--- src/shared/ssw_pkg.sv ---
// supply supervisor and watchdog: constants, types and reset values.
// assumes a free-running 100 MHz module clock and synchronous input flags.

package ssw_pkg;

   localparam int CLOCK_PERIOD_NS     = 10;
   localparam int RESET_TIMEOUT_MS    = 200;
   localparam int WATCHDOG_TIMEOUT_MS = 1600;
   localparam int CS_HOLD_US          = 10;

   localparam int RESET_TIMEOUT_CYCLES =
      RESET_TIMEOUT_MS * 1000000 / CLOCK_PERIOD_NS;
   localparam int WATCHDOG_TIMEOUT_CYCLES =
      WATCHDOG_TIMEOUT_MS * 1000000 / CLOCK_PERIOD_NS;
   localparam int CS_HOLD_CYCLES = CS_HOLD_US * 1000 / CLOCK_PERIOD_NS;

   typedef enum logic [2:0]
   {
      PHASE_HOLD    = 3'h1,
      PHASE_STRETCH = 3'h2,
      PHASE_RUN     = 3'h4
   } ssw_phase_type;

   typedef struct packed
   {
      logic belowReset;
      logic belowSwitch;
      logic belowCell;
      logic cellGoodLevel;
      logic powerFailSenseIn;
      logic atWarningLevel;
   } ssw_flags_type;

   typedef struct packed
   {
      logic resetN;
      logic resetHigh;
      logic watchdogFaultN;
      logic chipSelectOutN;
      logic powerFailFlagN;
      logic backupActive;
      logic backupGood;
      logic supplyLowWarningN;
   } ssw_status_type;

   localparam ssw_status_type STATUS_RESET = '{
      resetN: 1'b0, resetHigh: 1'b1, watchdogFaultN: 1'b1,
      chipSelectOutN: 1'b1, powerFailFlagN: 1'b1, backupActive: 1'b0,
      backupGood: 1'b0, supplyLowWarningN: 1'b1};

endpackage

--- src/core/ssw_supervisor.sv ---
// supply supervisor core: reset sequencer, watchdog, chip-select gating,
// supply steering and status. expects synchronous threshold flags and pins.
`timescale 1ns/1ps
`default_nettype none

module ssw_supervisor
   import ssw_pkg::*;
#(
   parameter int RESET_CYCLES    = RESET_TIMEOUT_CYCLES,
   parameter int WATCHDOG_CYCLES = WATCHDOG_TIMEOUT_CYCLES
)
(
   input  wire logic           clock,
   input  wire logic           rstn,
   input  wire ssw_flags_type  flags,
   input  wire logic           manualResetN,
   input  wire logic           watchdogKickIn,
   input  wire logic           chipSelectInN,
   output var  ssw_status_type status
);

   typedef struct packed
   {
      ssw_phase_type  phase;
      logic [31:0]    rstCount;
      logic [31:0]    wdCount;
      logic           kickPrev;
      logic           wdFault;
      logic           csHold;
      logic [15:0]    csCount;
      ssw_status_type out;
   } ssw_state_type;

   localparam logic [31:0] RST_LAST = 32'(RESET_CYCLES - 1);
   localparam logic [31:0] WD_LAST  = 32'(WATCHDOG_CYCLES - 1);
   localparam logic [15:0] CS_LAST  = 16'(CS_HOLD_CYCLES - 1);

   ssw_state_type s;
   ssw_state_type next_s;

   logic trigger;
   logic kickEdge;
   logic resetActive;

   assign status = s.out;

   always_comb
   begin
      next_s = s;
      trigger  = flags.belowReset | ~manualResetN;
      kickEdge = watchdogKickIn != s.kickPrev;
      next_s.kickPrev = watchdogKickIn;

      unique case (s.phase)
         PHASE_HOLD:
         begin
            next_s.rstCount = '0;
            if (!trigger)
            begin
               next_s.phase = PHASE_STRETCH;
            end
         end
         PHASE_STRETCH:
         begin
            if (trigger)
            begin
               next_s.phase    = PHASE_HOLD;
               next_s.rstCount = '0;
            end
            else if (s.rstCount >= RST_LAST)
            begin
               next_s.phase    = PHASE_RUN;
               next_s.rstCount = '0;
            end
            else
            begin
               next_s.rstCount = s.rstCount + 32'h0000_0001;
            end
         end
         PHASE_RUN:
         begin
            if (trigger)
            begin
               next_s.phase = PHASE_HOLD;
            end
         end
         default:
         begin
            next_s.phase = PHASE_HOLD;
         end
      endcase

      resetActive = next_s.phase != PHASE_RUN;
      next_s.out.resetN    = ~resetActive;
      next_s.out.resetHigh = resetActive;

      // cleared by reset or kick edge
      if (resetActive || kickEdge)
      begin
         next_s.wdCount = '0;
         next_s.wdFault = 1'b0;
      end
      else if (s.wdCount >= WD_LAST)
      begin
         next_s.wdFault = 1'b1;
      end
      else
      begin
         next_s.wdCount = s.wdCount + 32'h0000_0001;
      end

      if (flags.belowSwitch)
      begin
         next_s.out.watchdogFaultN = 1'b0;
      end
      else
      begin
         next_s.out.watchdogFaultN = ~next_s.wdFault;
      end

      if (resetActive && s.phase == PHASE_RUN && !chipSelectInN)
      begin
         next_s.csHold  = 1'b1;
         next_s.csCount = '0;
      end
      else if (s.csHold)
      begin
         if (chipSelectInN || s.csCount >= CS_LAST || !resetActive)
         begin
            next_s.csHold = 1'b0;
         end
         else
         begin
            next_s.csCount = s.csCount + 16'h0001;
         end
      end
      if (!resetActive)
      begin
         next_s.out.chipSelectOutN = chipSelectInN;
      end
      else
      begin
         next_s.out.chipSelectOutN = ~(next_s.csHold & ~chipSelectInN);
      end

      next_s.out.powerFailFlagN =
         ~(flags.powerFailSenseIn | flags.belowSwitch);

      if (flags.belowSwitch && flags.belowCell)
      begin
         next_s.out.backupActive = 1'b1;
      end
      else if (!flags.belowReset || !flags.belowCell)
      begin
         next_s.out.backupActive = 1'b0;
      end

      if (flags.belowSwitch)
      begin
         next_s.out.backupGood = 1'b0;
      end
      else if (!resetActive)
      begin
         next_s.out.backupGood = flags.cellGoodLevel;
      end

      next_s.out.supplyLowWarningN = ~flags.atWarningLevel;
   end

   // everything counted on the free clock
   always_ff @(posedge clock or negedge rstn)
   begin
      if (!rstn)
      begin
         s <= '{phase: PHASE_HOLD, rstCount: '0, wdCount: '0,
                kickPrev: 1'b0, wdFault: 1'b0, csHold: 1'b0,
                csCount: '0, out: STATUS_RESET};
      end
      else
      begin
         s <= next_s;
      end
   end
endmodule

`default_nettype wire

--- config.mk ---
export PLATFORM = sky130hd
export DESIGN_NAME = ssw_supervisor
export DESIGN_NICKNAME = d
export VERILOG_FILES = /design/src/shared/ssw_pkg.sv /design/src/core/ssw_supervisor.sv
export SDC_FILE = /design/constraint.sdc
export NUM_CORES = 1
export LEC_CHECK = 0
export ABC_CLOCK_PERIOD_IN_PS = 4400
export BUFFER_PORTS_ARGS = -buffer_cell sky130_fd_sc_hd__buf_2
export CAP_MARGIN = 25
export CORE_MARGIN = 5
export CORE_UTILIZATION = 40
export DETAILED_ROUTE_END_ITERATION = 8
export PLACE_DENSITY = 0.65
export REMOVE_ABC_BUFFERS = 1
export SLEW_MARGIN = 20
export SYNTH_ARGS = -nofsm -noshare
export SYNTH_HDL_FRONTEND = slang
export SYNTH_SLANG_ARGS = --single-unit
export TNS_END_PERCENT = 5
--- constraint.sdc ---
create_clock -name clock -period 4.4 [get_ports clock]
set_input_delay 0.22 -clock clock [delete_from_list [all_inputs] [get_ports clock]]
set_output_delay 0.22 -clock clock [all_outputs]
set_load 0.03 [all_outputs]
==> flow_summary.json, run 1 <==
{
  "required_ns": 4.64,
  "muxShareOfSynthArea": 0.00215,
  "nets": 491,
  "cp-start-kind": "register",
  "synth_cell_type_count": 61,
  "r2r-start": "s[49]",
  "whs_endpoint": "status[5]",
  "syn_avg_cell_area_sq_um": 9.96,
  "clock_sinks": 94,
  "cts_tree": "done",
  "cts_resized": 0,
  "numCtsBuffers": 9,
  "hpwl_mm": 6.16,
  "drive_above_1_share": 0.122,
  "core-area_sq_um": 11400,
  "synth_most_common_cell": "dfrtp_1",
  "grt_max_degree": 51,
  "wl_per_cell_microns": 14.5,
  "path_class": "reg -> reg",
  "grt_pass1_vias": 3327,
  "synth_top_family_by_area": "simple AND/OR/NAND/NOR gates",
  "synth_xor_area_frac": 0.0677,
  "post_cts_buffers": 0,
  "synthAdderAreaFrac": 0.00805,
  "cp_slowest_cell": "nor2_1",
  "r2r_end": "s[42]",
  "antenna_found_initial": 0,
  "ios": 19,
  "grt_usage": 0.134,
  "reg2reg_depth": 6,
  "min_from": "flags[4]",
  "critical_path_buf_inv_count": 0,
  "synthSimpleGateAreaFrac": 0.262,
  "yosysTopAreaCell": "dfrtp_1",
  "syn_to_final_growth_pct": 10.6,
  "drv_cap": 0,
  "grt_pass1_wl_mm": 15.8,
  "drc": 0,
  "power_density_nw_per_um2": 336,
  "finalHoldViolCount": 0,
  "clockRootBuffer": "clkbuf_16",
  "holdPathStages": 2,
  "synth_compound_area_frac": 0.117,
  "path_clk_slew_ns": 0.06,
  "vias": 3382,
  "ys.flop_type": "dfrtp_1",
  "synth_edf_count": 0,
  "reg2reg_slack_ns": 1.76,
  "grt-ovfl-total": 0,
  "ys_ff_latch": 94,
  "hold_ws_ns": 0.0504,
  "ant_nets": 0,
  "ir_worst_vdd_mv": 0.307,
  "finClkSkew_ns": 0.0105,
  "synthCells": 468,
  "final_max_slew_viol_count": 0,
  "htreeDepth": 3,
  "routed_wl_mm": 9.04,
  "rows": 39,
  "finalSetupViolCount": 0,
  "critPathMaxFanout": 14,
  "netlist_area_sq_um": 4660,
  "chipHeight_microns": 118,
  "synthArstFlopShare": 1.00,
  "ctsLongestPathBuffers": 2,
  "dieArea_sq_um": 13900,
  "dr.pass1.iters": 4,
  "p_leak_nw": 2.23,
  "synth_common_cells": "88 x dfrtp_1, 48 x nor2_1, 36 x nand2_1",
  "fin_crit_sh": 0.601,
  "worst_pin_slew_ns": 0.943,
  "io_buffers": 18,
  "critPathTopFamily": "simple AND/OR/NAND/NOR gates",
  "diodes": 0,
  "slew-limit-headroom": 0.371,
  "synth_top_area_share": 0.472,
  "path_cells": "nor3_1 > a21oi_1 > nor2_1 > nand3_1 > or4_1 > a21oi_1",
  "fin_crit_ns": 2.64,
  "cpPeakStageDelay_ns": 0.63,
  "yosys_warnings": 0,
  "drt_iter0_drc": 298,
  "yosys-top-cells-area": "dfrtp_1 47%, xor2_1 3.9%, nor2_1 3.9%",
  "critPathCaptureType": "register",
  "via_per_inst": 5.41,
  "fmax_ghz": 0.378,
  "initial_utilization": 0.408,
  "outcome": "complete, no violations",
  "synth-seq-area-share": 0.506,
  "min_path_type": "in -> reg",
  "finalWeightedCongestion": 0.783,
  "timing.critical_path.mode_cell": "a21oi_1",
  "rsz0062_at_grt": "false",
  "clk_latency_ns": 0.34,
  "die_w_microns": 118,
  "worstPathArrival_ns": 2.89,
  "finalSetupTns_ns": 0
}
-- state kept, by name, indices dropped and copies added (netlist names) --
| register | cells |
|---|---|
| s | 86 |
| status | 8 |
-- area by class of cell --
class | instances | area [sq um]
inverters | 9 | 33.8
well taps | 143 | 179
multi-input cells | 340 | 2130
fillers | 1083 | 6260
repair buffers | 23 | 140
clock buffers | 14 | 274
flip-flops and latches | 94 | 2360
clock inverters | 2 | 38.8
-- per-stage QoR --
step / total power [mW] / worst slack (ns) / cell area (sq um) / util / instances
after floorplan: 0.914 / 2.16 / 4520 / - / 443
after global placement: 0.947 / 1.90 / 4800 / 0.421 / 605
after detailed placement: 0.949 / 1.77 / 4800 / 0.421 / 605
after CTS: 1.76 / 1.74 / 5150 / 0.451 / 624
after global routing: 1.80 / 1.44 / 5160 / 0.452 / 625
final: 1.73 / 1.76 / 5160 / 0.452 / 625
-- logic make-up after synthesis --
logic type | after synthesis
buf+inv | 34
flops | 94
fa+ha+maj | 3
simple gates | 221
xor+xnor | 36
mux | 1
compound gates | 79
-- power breakdown --
part           leakage (nW)  switching, mW  total [mW]  internal, mW
logic                 0.790         0.0455      0.0612        0.0157
clock network         0.153          0.312       0.801         0.489
registers              1.29        0.00268       0.872         0.870
-- cells in the final DEF (no fill, tap or decap), types with 4 or more instances in the layout --
master and instances:
a21o_1 6, a21oi_1 22, a31oi_1 6, and2_1 14
and3_1 15, and4_1 5, buf_2 17, clkbuf_16 9
dfrtp_1 88, dfstp_2 6, dlygate4sd3_1 4, inv_1 9
nand2_1 36, nand3_1 22, nand4_1 14, nor2_1 48
nor2b_1 9, nor3_1 12, nor3b_1 5, nor4_1 9
o21ai_0 15, o31ai_1 5, or3_1 11, or4_1 4
xnor2_1 15, xor2_1 21
-- routing by layer --
| layer | global-route usage | wire [microns] | vias to the layer above |
|---|---|---|---|
| met1 | 0.185 | 4440 | 1652 |
| met4 | 0.0244 | 65 | 0 |
| li1 | - | - | 1678 |
| met5 | 0 | 0 | - |
| met3 | 0.0418 | 293 | 7 |
| met2 | 0.210 | 4240 | 45 |
-- worst max-delay path by stage --
| stage | from | end | slack, ns | cells past startpoint |
|---|---|---|---|---|
| after floorplan | s[27] | s[36] | 2.16 | 7 |
| after global placement | s[56] | s[42] | 1.90 | 6 |
| after detailed placement | s[56] | s[42] | 1.77 | 6 |
| after CTS | s[56] | s[42] | 1.74 | 6 |
| after global routing | s[56] | s[42] | 1.44 | 6 |
| final | s[49] | s[42] | 1.76 | 6 |
-- repair_timing --
item                                    in CTS  in global routing
endpoints found under the hold margin       46                  1
hold buffers                                 3                  1
endpoints found under the setup margin       0                  0
-- worst register-to-register path: stages (launching register included) --
cell,delay [ns]
dfrtp_1,0.41
nor3_1,0.30
a21oi_1,0.14
nor2_1,0.63
nand3_1,0.42
or4_1,0.50
a21oi_1,0.16
Note: power is estimated with default switching activity, not from simulation.
==> inputs of run 2 (changes only) <==
--- a/config.mk
+++ b/config.mk
@@ -5,13 +5,14 @@
 export SDC_FILE = /design/constraint.sdc
 export NUM_CORES = 1
 export LEC_CHECK = 0
-export ABC_CLOCK_PERIOD_IN_PS = 4400
+export ABC_AREA = 1
+export ABC_CLOCK_PERIOD_IN_PS = 2300
 export BUFFER_PORTS_ARGS = -buffer_cell sky130_fd_sc_hd__buf_2
 export CAP_MARGIN = 25
 export CORE_MARGIN = 5
 export CORE_UTILIZATION = 40
 export DETAILED_ROUTE_END_ITERATION = 8
-export PLACE_DENSITY = 0.65
+export PLACE_DENSITY = 0.67
 export REMOVE_ABC_BUFFERS = 1
 export SLEW_MARGIN = 20
 export SYNTH_ARGS = -nofsm -noshare
==> constraint.sdc (replaced) <==
create_clock -name clock -period 2.3 [get_ports clock]
set_input_delay 0.115 -clock clock [delete_from_list [all_inputs] [get_ports clock]]
set_output_delay 0.115 -clock clock [all_outputs]
set_load 0.03 [all_outputs]
==> flow_summary.json, run 2 <==
{
  "use_met1": 0.202,
  "outcome": "complete, no violations",
  "clk_latency_ns": 0.35,
  "rows": 42,
  "synth_most_common_cell": "nand2_1",
  "synthSimpleGateAreaFrac": 0.360,
  "final_max_slew_viol_count": 0,
  "r2r_end": "s[49]",
  "worstPathArrival_ns": 2.33,
  "holdPathStages": 3,
  "fin_crit_ns": 2.05,
  "largest_register_ffs": 86,
  "clockRootBuffer": "clkbuf_16",
  "post-place-ws_ns": 0.178,
  "syn_avg_cell_area_sq_um": 7.33,
  "grt_max_degree": 95,
  "path_clk_slew_ns": 0.07,
  "antenna_found_initial": 0,
  "final_cell_mix": "175 x nand2_1, 126 x nor2_1, 112 x inv_1",
  "p_leak_nw": 2.86,
  "diodes": 0,
  "r2r-start": "s[59]",
  "synthArstFlopShare": 1.00,
  "top_register": "s",
  "ctsLongestPathBuffers": 2,
  "min_from": "flags[5]",
  "grt.met2_usage": 0.239,
  "slew-limit-headroom": 0.563,
  "yosys-top-cells-area": "dfrtp_1 41%, nand2_1 12%, nor2_1 8.9%",
  "ys.flop_type": "dfrtp_1",
  "synth_cell_type_count": 46,
  "reg2reg_slack_ns": 0.25,
  "synthCells": 725,
  "yosysTopAreaCell": "dfrtp_1",
  "vias": 4459,
  "synth_edf_count": 0,
  "synth_top_family_by_area": "simple AND/OR/NAND/NOR gates",
  "ant_nets": 0,
  "drc": 0,
  "chipHeight_microns": 125,
  "ys_ff_latch": 94,
  "power_density_nw_per_um2": 575,
  "clock_sinks": 94,
  "synthAdderAreaFrac": 0.00707,
  "final_cell_area_sq_um": 5900,
  "drv_cap": 0,
  "critPathMaxFanout": 18,
  "place_area_sq_um": 5520,
  "cts_tree": "done",
  "synth_top_area_share": 0.415,
  "grt-ovfl-total": 0,
  "nets": 759,
  "htreeDepth": 3,
  "via_per_inst": 4.82,
  "muxShareOfSynthArea": 0.00188,
  "drt_iter0_drc": 284,
  "core-area_sq_um": 13100,
  "finalSetupTns_ns": 0,
  "hpwl_mm": 7.80,
  "finalSetupViolCount": 0,
  "initial_utilization": 0.404,
  "numCtsBuffers": 9,
  "syn_to_final_growth_pct": 11.1,
  "grt_pass1_vias": 4143,
  "grt_usage": 0.150,
  "globalRouteMet3Util": 0.0205,
  "register_area_sq_um": 2360,
  "required_ns": 2.59,
  "routed_wl_mm": 11.3,
  "path_class": "reg -> reg",
  "synth-seq-area-share": 0.444,
  "whs_endpoint": "status[2]",
  "critPathCaptureType": "register",
  "fmax_ghz": 0.488,
  "synth_common_cells": "175 x nand2_1, 126 x nor2_1, 112 x inv_1",
  "reg2reg_depth": 11,
  "rsz0062_at_grt": "false",
  "die_w_microns": 125,
  "multi_input_area_sq_um": 2390,
  "layout_commonest_cell": "nand2_1",
  "yosys_warnings": 0,
  "io_buffers": 18,
  "drive_above_1_share": 0.0880,
  "synth_xor_area_frac": 0.0280,
  "setup_slack_ns": 0.252,
  "ir_worst_vdd_mv": 0.457,
  "min_path_type": "in -> reg",
  "grt_pass1_wl_mm": 19.5,
  "dieArea_sq_um": 15700,
  "finalHoldViolCount": 0,
  "power_mw": 3.39,
  "fillers": 1334,
  "cp-start-kind": "register",
  "finClkSkew_ns": 0.0104,
  "ios": 19,
  "fin_crit_sh": 0.890,
  "netlist_area_sq_um": 5310,
  "worst_pin_slew_ns": 0.650,
  "grt_most_used_layer": "met2",
  "finalWeightedCongestion": 0.890,
  "wl_per_cell_microns": 12.3,
  "dr.pass1.iters": 5,
  "synth_compound_area_frac": 0.0490
}
run 2: changes by cell type in the layout (fill, tap and decap cells not counted), sizes merged, moves of 13 or more:
cell / previous run / this run
inv: 9 / 119
nand4: 14 / 27
nand2: 36 / 181
nand3: 24 / 53
nor2: 48 / 130
and3: 15 / 0
run 2: worst max-delay path by stage:
| stage | endpoint | from | cells past startpoint | slack (ns) |
|---|---|---|---|---|
| floorplan | s[37] | s[91] | 10 | 0.40 |
| global placement | s[27] | s[59] | 11 | 0.26 |
| detailed placement | s[34] | s[59] | 11 | 0.18 |
| CTS | s[49] | s[59] | 11 | 0.15 |
| global route | s[34] | s[59] | 11 | 0.01 |
| finish | s[49] | s[59] | 11 | 0.25 |
run 2: cells by family after synthesis:
kind of cell             after synthesis
buffers and inverters                139
flip-flops                            94
multiplexers                           1
AND/OR/NAND/NOR                      427
XOR/XNOR                              17
AO/OA/AOI/OAI                         44
adder cells (fa/ha/maj)                3
run 2: where the power goes:
group	internal, mW	leakage [nW]	total (mW)	switching, mW
clock network	0.751	0.132	1.43	0.684
logic	0.0651	1.45	0.249	0.184
registers	1.69	1.28	1.71	0.0145
run 2: repair_timing:
item                                    CTS  global route
resized for setup                         0             1
endpoints found under the setup margin    0            23
setup buffers                             0             2
endpoints found under the hold margin    93             0
hold buffers                              7             0
run 2: layout make-up:
cell class                 instances  area share
timing repair buffer              30      0.0360
multi-input combinational        493       0.405
inverter                         117      0.0744
tap                              176      0.0373
sequential                        94       0.400
clock inverter                     6     0.00890
clock buffer                      10      0.0388
run 2: routing by layer:
layer,part of all wire,vias to the layer above
met4,0.023,0
met2,0.46,92
met3,0.029,16
met5,0,-
met1,0.49,2041
li1,-,2310
run 2: per-stage QoR:
stage	std cells	utilization	hold WS, ns
after global placement	900	0.420	0.206
after floorplan	703	-	-0.181
after CTS	923	0.447	0.0183
after detailed placement	900	0.420	0.208
final	926	0.449	0.0228
after global routing	926	0.449	0.0292
run 2: critical path, cell delays in order (launching register included):
cell	delay [ns]
dfrtp_1	0.39
ha_1	0.23
nand3_4	0.12
nor2_4	0.13
nand2_1	0.07
nand2_1	0.07
nand2_2	0.07
nand3_4	0.13
nand3_4	0.26
nor2_8	0.32
nand3_1	0.11
nand2_1	0.08
